==> config.mk <==
export PLATFORM = sky130hd
export DESIGN_NAME = can_error_status_counters
export DESIGN_NICKNAME = d
export VERILOG_FILES = /design/src/can_err_pkg.sv /design/src/can_error_status_counters.sv
export VERILOG_INCLUDE_DIRS = /design/src
export SDC_FILE = /design/constraint.sdc
export NUM_CORES = 1
export LEC_CHECK = 0
export ABC_CLOCK_PERIOD_IN_PS = 1900
export BUFFER_PORTS_ARGS = -buffer_cell sky130_fd_sc_hd__buf_2
export CORE_MARGIN = 2
export CORE_UTILIZATION = 42
export CTS_CLUSTER_DIAMETER = 120
export DETAILED_ROUTE_END_ITERATION = 6
export GPL_TIMING_DRIVEN = 1
export PLACE_DENSITY = 0.66
export SLEW_MARGIN = 30
export SYNTH_ARGS = -nofsm -noshare
export SYNTH_HDL_FRONTEND = slang
export SYNTH_SLANG_ARGS = --single-unit
==> constraint.sdc <==
create_clock -name MCLK -period 1.9 [get_ports MCLK]
set_input_delay 0.19 -clock MCLK [delete_from_list [all_inputs] [get_ports MCLK]]
set_output_delay 0.19 -clock MCLK [all_outputs]
set_load 0.05 [all_outputs]
==> src/can_err_map.svh <==
// Contract
// - Bit 7 summary flag is the OR of all controller interrupt requests.
// - Summary flag is read-only; writes to bit 7 never change it.
// - Bit 4 buffer-overrun flag sets on buffer full, holds until software clears.
// - Bit 1 form-error flag sets on delimiter or end-of-frame violation; software clears.
// - Transmit error counter reads at bits 7-0, read-only, resets to 00h.
// - Receive error counter reads at bits 7-0, read-only, resets to 00h.
`ifndef CAN_ERR_MAP_SVH
`define CAN_ERR_MAP_SVH

// ****************************************
// Register offsets
// ****************************************
`define GIT_ADDR 8'h9B
`define TEC_ADDR 8'h9C
`define REC_ADDR 8'h9D

// ****************************************
// Status field positions
// ****************************************
`define GIT_SUMMARY_BIT 7
`define GIT_TIMER_BIT 5
`define GIT_BUF_BIT 4
`define GIT_STUFF_BIT 3
`define GIT_CRC_BIT 2
`define GIT_FORM_BIT 1
`define GIT_ACK_BIT 0

// ****************************************
// Reset values and counter steps
// ****************************************
`define GIT_RESET 8'h00
`define CNT_RESET 8'h00
`define CNT_MAX 8'hFF
`define CNT_STEP_BIG 8'h08
`define CNT_STEP_ONE 8'h01
`define RDATA_IDLE 8'h00

`endif

==> src/can_err_pkg.sv <==
package can_err_pkg;
  // Error and status events from the controller core, one-cycle pulses
  typedef struct packed {
    logic stuff_err;
    logic crc_err;
    logic form_err;
    logic ack_err;
    logic buf_full;
    logic timer_wrap;
  } err_evt_s;

  // Error counter step requests
  typedef struct packed {
    logic add8;
    logic add1;
    logic sub1;
  } cnt_step_s;

  typedef logic [7:0] byte_t;
endpackage

==> src/can_error_status_counters.sv <==
`timescale 1ns/1ps
`default_nettype none
`include "can_err_map.svh"
module can_error_status_counters (
  // Clock and reset
  input wire logic MCLK,
  input wire logic RST_B,
  // Special function register port
  input wire can_err_pkg::byte_t SFR_ADDR,
  input wire logic SFR_WR,
  input wire logic SFR_RD,
  input wire can_err_pkg::byte_t SFR_WDATA,
  output logic [7:0] SFR_RDATA,
  // Controller events and counter steps
  input wire can_err_pkg::err_evt_s EVT,
  input wire can_err_pkg::cnt_step_s TX_STEP,
  input wire can_err_pkg::cnt_step_s RX_STEP,
  // Interrupt enables and other controller requests
  input wire logic TIMER_OVF_IRQ_ENABLE,
  input wire logic GEN_ERR_IRQ_ENABLE,
  input wire logic BUF_IRQ_ENABLE,
  input wire logic OTHER_IRQ,
  // Interrupt requests to the interrupt controller
  output logic CAN_IRQ,
  output logic TIMER_IRQ
);
  import can_err_pkg::*;

  // ****************************************
  // Sticky status flags
  // ****************************************
  logic [7:0] flags_r;
  logic [7:0] flags_nxt;
  logic [7:0] set_vec;
  logic git_wr;
  logic summary_r;
  logic summary_nxt;

  assign git_wr = SFR_WR && (SFR_ADDR == `GIT_ADDR);

  always_comb begin
    set_vec = 8'h00;
    set_vec[`GIT_TIMER_BIT] = EVT.timer_wrap;
    set_vec[`GIT_BUF_BIT] = EVT.buf_full;
    set_vec[`GIT_STUFF_BIT] = EVT.stuff_err;
    set_vec[`GIT_CRC_BIT] = EVT.crc_err;
    set_vec[`GIT_FORM_BIT] = EVT.form_err;
    set_vec[`GIT_ACK_BIT] = EVT.ack_err;
    flags_nxt = flags_r;
    // Writing 0 clears, writing 1 keeps; a same-cycle event still wins
    if (git_wr) begin
      flags_nxt = flags_r & SFR_WDATA;
    end
    flags_nxt = flags_nxt | set_vec;
    // Summary and reserved bits are never stored
    flags_nxt[`GIT_SUMMARY_BIT] = 1'b0;
    flags_nxt[6] = 1'b0;
  end

  always_ff @(posedge MCLK) begin
    if (!RST_B) begin
      flags_r <= `GIT_RESET;
    end else begin
      flags_r <= flags_nxt;
    end
  end

  // ****************************************
  // Interrupt requests and summary
  // ****************************************
  logic timer_irq_nxt;
  logic gen_irq_nxt;
  logic buf_irq_nxt;

  assign timer_irq_nxt = flags_nxt[`GIT_TIMER_BIT] && TIMER_OVF_IRQ_ENABLE;
  assign gen_irq_nxt = GEN_ERR_IRQ_ENABLE && (|flags_nxt[`GIT_STUFF_BIT:`GIT_ACK_BIT]);
  assign buf_irq_nxt = BUF_IRQ_ENABLE && flags_nxt[`GIT_BUF_BIT];
  // Computed from next state so the summary bit and the request move together
  assign summary_nxt = timer_irq_nxt || gen_irq_nxt || buf_irq_nxt || OTHER_IRQ;

  always_ff @(posedge MCLK) begin
    if (!RST_B) begin
      summary_r <= 1'b0;
      CAN_IRQ <= 1'b0;
      TIMER_IRQ <= 1'b0;
    end else begin
      summary_r <= summary_nxt;
      CAN_IRQ <= summary_nxt;
      TIMER_IRQ <= timer_irq_nxt;
    end
  end

  // ****************************************
  // Error counters
  // ****************************************
  // Saturating so a burst of errors cannot wrap a counter back to zero
  function automatic byte_t step_cnt(input byte_t c, input cnt_step_s s);
    byte_t r;
    r = c;
    if (s.add8) begin
      r = (c > (`CNT_MAX - `CNT_STEP_BIG)) ? `CNT_MAX : c + `CNT_STEP_BIG;
    end else if (s.add1) begin
      r = (c == `CNT_MAX) ? c : c + `CNT_STEP_ONE;
    end else if (s.sub1) begin
      r = (c == `CNT_RESET) ? c : c - `CNT_STEP_ONE;
    end
    return r;
  endfunction

  byte_t tx_error_count_r;
  byte_t rx_error_count_r;

  always_ff @(posedge MCLK) begin
    if (!RST_B) begin
      tx_error_count_r <= `CNT_RESET;
    end else begin
      tx_error_count_r <= step_cnt(tx_error_count_r, TX_STEP);
    end
  end

  always_ff @(posedge MCLK) begin
    if (!RST_B) begin
      rx_error_count_r <= `CNT_RESET;
    end else begin
      rx_error_count_r <= step_cnt(rx_error_count_r, RX_STEP);
    end
  end

  // ****************************************
  // Register read
  // ****************************************
  byte_t rdata_nxt;

  always_comb begin
    rdata_nxt = `RDATA_IDLE;
    unique case (SFR_ADDR)
      `GIT_ADDR: begin
        rdata_nxt = flags_r;
        rdata_nxt[`GIT_SUMMARY_BIT] = summary_r;
      end
      `TEC_ADDR: rdata_nxt = tx_error_count_r;
      `REC_ADDR: rdata_nxt = rx_error_count_r;
      default: rdata_nxt = `RDATA_IDLE;
    endcase
  end

  always_ff @(posedge MCLK) begin
    if (!RST_B) begin
      SFR_RDATA <= `RDATA_IDLE;
    end else if (SFR_RD) begin
      SFR_RDATA <= rdata_nxt;
    end
  end
endmodule
`default_nettype wire

After elaboration in Yosys (flattened, before gate mapping)
Index checks and enable logic that the tools add are counted. Widths: inputs -> output; s select.

Add/subtract/negate cells: 6. Div/mod/pow operators: 0. Shift operators: 0. Reductions and logical operators: 14. Multiplexer cells: 14. Order comparisons: 2. Bitwise gates (word level): 2. Multipliers: 0. Eq/ne operators: 9.

Operators by type and width (count): $mux 8 (12); $eq 8x8->1 const B (5); $pmux 8 s3 (1); $add 8x1->8 const B (2); $add 8x4->8 const B (2); $gt 8x8->1 const B (2); $logic_not 8->1 (2); $sub 8x1->8 const B (2); $ne 3x3->1 const B (4); $and 6x6->6 (1); $mux 6 (1); $or 6x6->6 (1); $reduce_and 3->1 (2); $reduce_bool 3->1 (2); $logic_and 1x1->1 (4); $reduce_or 4->1 (1); $logic_or 1x1->1 (3).

Bits in writable memories: 0. Memories: 0. Output and inout port bits: 10. Bits of input ports: 36. Bits in latches: 0. Memory bits (read-only): 0. Logic and storage cells: 53. Register bits: 32.

Logic depth before layout (Yosys ltp)
Depth in word-level cells: 9. Mapped depth: 8. Gate-level depth less buffers: 8.

Worst setup path after synthesis
Ideal clock, no wire load.

Kind: reg2reg. Start: reg rx_error_count_r[0]. End: reg rx_error_count_r[6]. Library setup time: 0.079 ns. Buffers on the path: 0. Arrival: 1.857 ns. Cell stages (with the launch flop): 8. Required time: 1.821 ns. Setup slack: -0.037 ns. Path through: dfxtp_1 fa_1 a21o_1 a21oi_1 o21bai_1 a21oi_1 mux2_2 a211oi_2.

Word-level cells in the longest chain between the ends: 5. Elaborated cells between the ends (all ways): 15. Those cells by class: 3 x add/sub; 1 x order compare; 3 x eq/ne; 6 x mux; 2 x reduce/logical.

RTL lines: start: declaration (line can_error_status_counters.sv:111) `byte_t rx_error_count_r;`; start signal: assignment (line can_error_status_counters.sv:123) `` rx_error_count_r <= `CNT_RESET; ``; start signal: assignment (line can_error_status_counters.sv:125) `rx_error_count_r <= step_cnt(rx_error_count_r, RX_STEP);`; $sub 8x1->8 (no source line); $mux 8 (no source line); $mux 8 (line can_error_status_counters.sv:104) `end else if (s.sub1) begin`; $mux 8 (line can_error_status_counters.sv:102) `end else if (s.add1) begin`; $mux 8 (line can_error_status_counters.sv:100) `if (s.add8) begin`.

Several ways; a longest one is shown, not always the timed one. The select of a mux whose other input is x is not followed. A chain may end at the register's enable or synchronous reset.

Worst setup path after layout
Start: reg rx_error_count_r[1]. End: reg rx_error_count_r[5].

Same word-level chain as after synthesis.

==> metrics.md <==
| Metric | Value |
|---|---|
| Internal Power | `1.45 mW` |
| CP Launch Type | `register` |
| Syn_area_per_cell | `8.47 um2` |
| Final hold violations | `0` |
| Switching pwr | `738 uW` |
| Final min period | `1.96 ns` |
| Required time worst endpoint | `2.08 ns` |
| WL per Instance | `14.5 um` |
| RSZ-0062 raised after global routing | `true` |
| Hold_buf cts | `0` |
| TritonCTS Sinks | `32` |
| H-tree depth | `2` |
| Min Hold Slack | `0.123 ns` |
| Sw Share | `33.8%` |
| Final worst setup slack | `-0.0634 ns` |
| Initial DRC Count | `89` |
| Later-pin clock latency in the skew report | `0.29 ns` |
| Post-DP HPWL | `4510 um` |
| Vias in the first global route | `2232` |
| Worst IR Drop VDD | `0.388 mV` |
| Sequential power share | `36.5%` |
| Initial antenna violation count | `0` |
| Post-synthesis cell count | `264` |
| Yosys warning total | `0` |
| Gr ovfl total | `0` |
| Syn Nets | `316` |
| Fin crit share | `103%` |
| Detail Route Antenna Nets | `0` |
| Worst EP arrival | `2.14 ns` |
| Worst slew pin tran | `0.357 ns` |
| CTS tree | `built` |
| Max Cap Violations | `0` |
| Die W | `77.0 um` |
| Clk network pwr share | `25.1%` |
| Max Clk Rate | `0.509 GHz` |
| Clock buffer depth | `2` |
| Max Transition Viols Final | `0` |
| Hold Crit Class | `in2reg` |
| Die height | `77.0 um` |
| Cell Pwr Density | `692 mW/mm2` |
| DP Area | `0.00281 mm2` |
| Post-synth EDFFs | `0` |
| Post-Layout Inst Area | `0.00316 mm2` |
| First-pass GRT wire length | `10100 um` |
| Row Count | `26` |
| Total die area | `0.00593 mm2` |
| Ports | `46` |
| Kind of critical path | `reg2reg` |
| Via count | `2348` |
| Synth unique cells | `52` |
| Top FF cell, synth | `dfxtp_1` |
| Crit path max fanout | `4` |
| Setup crit end kind | `register` |
| Core area | `0.00514 mm2` |
| DRT Pass-1 Iters | `4` |
| Total track usage | `20.8%` |
| DRT Wirelength | `6160 um` |
| Pin count of the biggest net entering global routing | `19` |
| Nets@finish | `407` |
| Root Buffer Master | `clkbuf_8` |
| Buffers on Ports | `43` |
| Combinational power share | `38.4%` |
| Flops & latches, synth | `32` |
| Status | `complete, but fails checks` |
| Pleak | `1.42 nW` |
| Failing checks | `setup timing` |
| DR vias/cell | `5.51` |
| Synthesized area | `0.00224 mm2` |
| Placer Congestion | `0.888` |
| Layout cells sized above 1 | `41.6%` |
| Synth-to-Final Area Change | `41.1%` |
| Share of synthesized flip-flops with an asynchronous set or reset | `0%` |
| Relative slew slack | `76.0%` |
| Clock transition at path regs | `0.08 ns` |
| Initial Util | `43.5%` |
| Sequential share of the synthesized area | `28.6%` |
| # DRC | `0` |
| # diodes | `0` |
| Setup Viol. Count Final | `5` |
| CTS Buf Count | `5` |
| Skew final | `0.00439 ns` |
-- power by group through the flow --
stage | Combinational (mW) | Clock, mW | Sequential, mW
finish | 0.839 | 0.548 | 0.797
global route | 0.920 | 0.595 | 0.804
CTS | 0.696 | 0.567 | 0.790
detailed placement | 0.685 | 0 | 0.802
global placement | 0.671 | 0 | 0.800
floorplan | 0.407 | 0 | 0.803
-- cells in the final DEF, fill, tap and decap left out, types with 7 or more instances in the layout --
master / synthesis / routed
a21oi_1: 25 / 22
a221oi_1: 7 / 7
buf_2: 0 / 43
buf_4: 0 / 49
dfxtp_1: 32 / 24
ha_1: 14 / 10
inv_1: 9 / 8
nand2_1: 19 / 17
nand3_1: 11 / 10
nor2_1: 21 / 19
nor2b_1: 11 / 11
o21ai_0: 12 / 10
-- metal layers --
layer / global-route usage, % / vias up / wire (um)
met4: 7.14 / 0 / 99
li1: - / 1180 / -
met5: 0 / - / 0
met2: 34.4 / 50 / 2990
met1: 27.1 / 1110 / 2840
met3: 4.24 / 8 / 233
-- cell type report --
class	instances	area (um2)
clock buffer	5	68.8
clock inverter	3	23.8
fill	484	1980
inverter	9	37.5
multi-input combinational	214	1680
sequential	32	663
tap	70	87.6
timing repair buffer	93	594
-- cell families (layout without fill, tap and decap cells) --
kind of cell | count (synthesis) | count (layout) | synth area share (%)
buf+inv | 18 | 110 | 3.36
simple gates | 94 | 94 | 22.9
xor+xnor | 11 | 11 | 4.31
flops | 32 | 32 | 28.6
compound gates | 85 | 85 | 27.4
fa+ha+maj | 16 | 16 | 9.62
mux | 8 | 8 | 3.80
-- cell usage after synthesis, drive strengths merged, types with 4 or more instances --
cell | count | area, um2
dfxtp | 32 | 641
a21oi | 25 | 125
nor2 | 21 | 78.8
nand2 | 19 | 71.3
ha | 14 | 175
o21ai | 12 | 60.1
nand3 | 11 | 55.1
nor2b | 11 | 68.8
inv | 9 | 33.8
clkbuf | 8 | 30.0
a221oi | 7 | 61.3
and2 | 6 | 37.5
xor2 | 6 | 52.6
and3 | 5 | 31.3
o211a | 5 | 50.1
o221a | 5 | 56.3
xnor2 | 5 | 43.8
a21o | 4 | 31.3
mux2 | 4 | 45.0
mux2i | 4 | 40.0
o211ai | 4 | 40.0
o21a | 4 | 30.0
or4 | 4 | 30.0
-- path summary, 6_finish.rpt --
kind | start | end | slack, ns | cells past startpoint
setup reg to reg | rx_error_count_r[1]$_SDFFE_PN0P_ | rx_error_count_r[5]$_SDFFE_PN0P_ | -0.06 | 6
hold / removal | EVT[1] | flags_r[4]$_SDFF_PN0_ | 0.12 | 2
setup / recovery | rx_error_count_r[1]$_SDFFE_PN0P_ | rx_error_count_r[5]$_SDFFE_PN0P_ | -0.06 | 6
hold reg to reg | flags_r[3]$_SDFF_PN0_ | SFR_RDATA[3]$_SDFFE_PN0P_ | 0.47 | 2
-- worst max-delay path, stage by stage (launching register included) --
cell and delay [ns]:
dfxtp_4 0.37, buf_4 0.14, or4_4 0.42, o211ai_4 0.23, nand2_2 0.12, mux2_4 0.32, o221a_1 0.25
-- state kept, by name (all words and copies together), names as in the netlist --
signal	count
summary_r	1
SFR_RDATA	8
flags_r	6
tx_error_count_r	8
rx_error_count_r	8
TIMER_IRQ	1
-- stage by stage --
step	TNS [ns]	utilization (%)	setup slack, ns	std cells	power (mW)
after floorplan	0	-	0.00751	264	1.21
after global placement	-0.255	54.6	-0.140	408	1.47
after detailed placement	-0.298	54.6	-0.176	408	1.49
after CTS	0	56.7	0.00170	416	2.05
after global routing	-0.665	61.4	-0.130	426	2.32
final	-0.123	61.4	-0.0634	426	2.18
-- repair_timing --
action	CTS	global route
buffers inserted	0	10
gates resized for setup	6	36
setup endpoints to repair	5	15
endpoints found under the hold margin	0	0
pin swaps	1	21
Note: power is estimated with default switching activity, not from simulation.
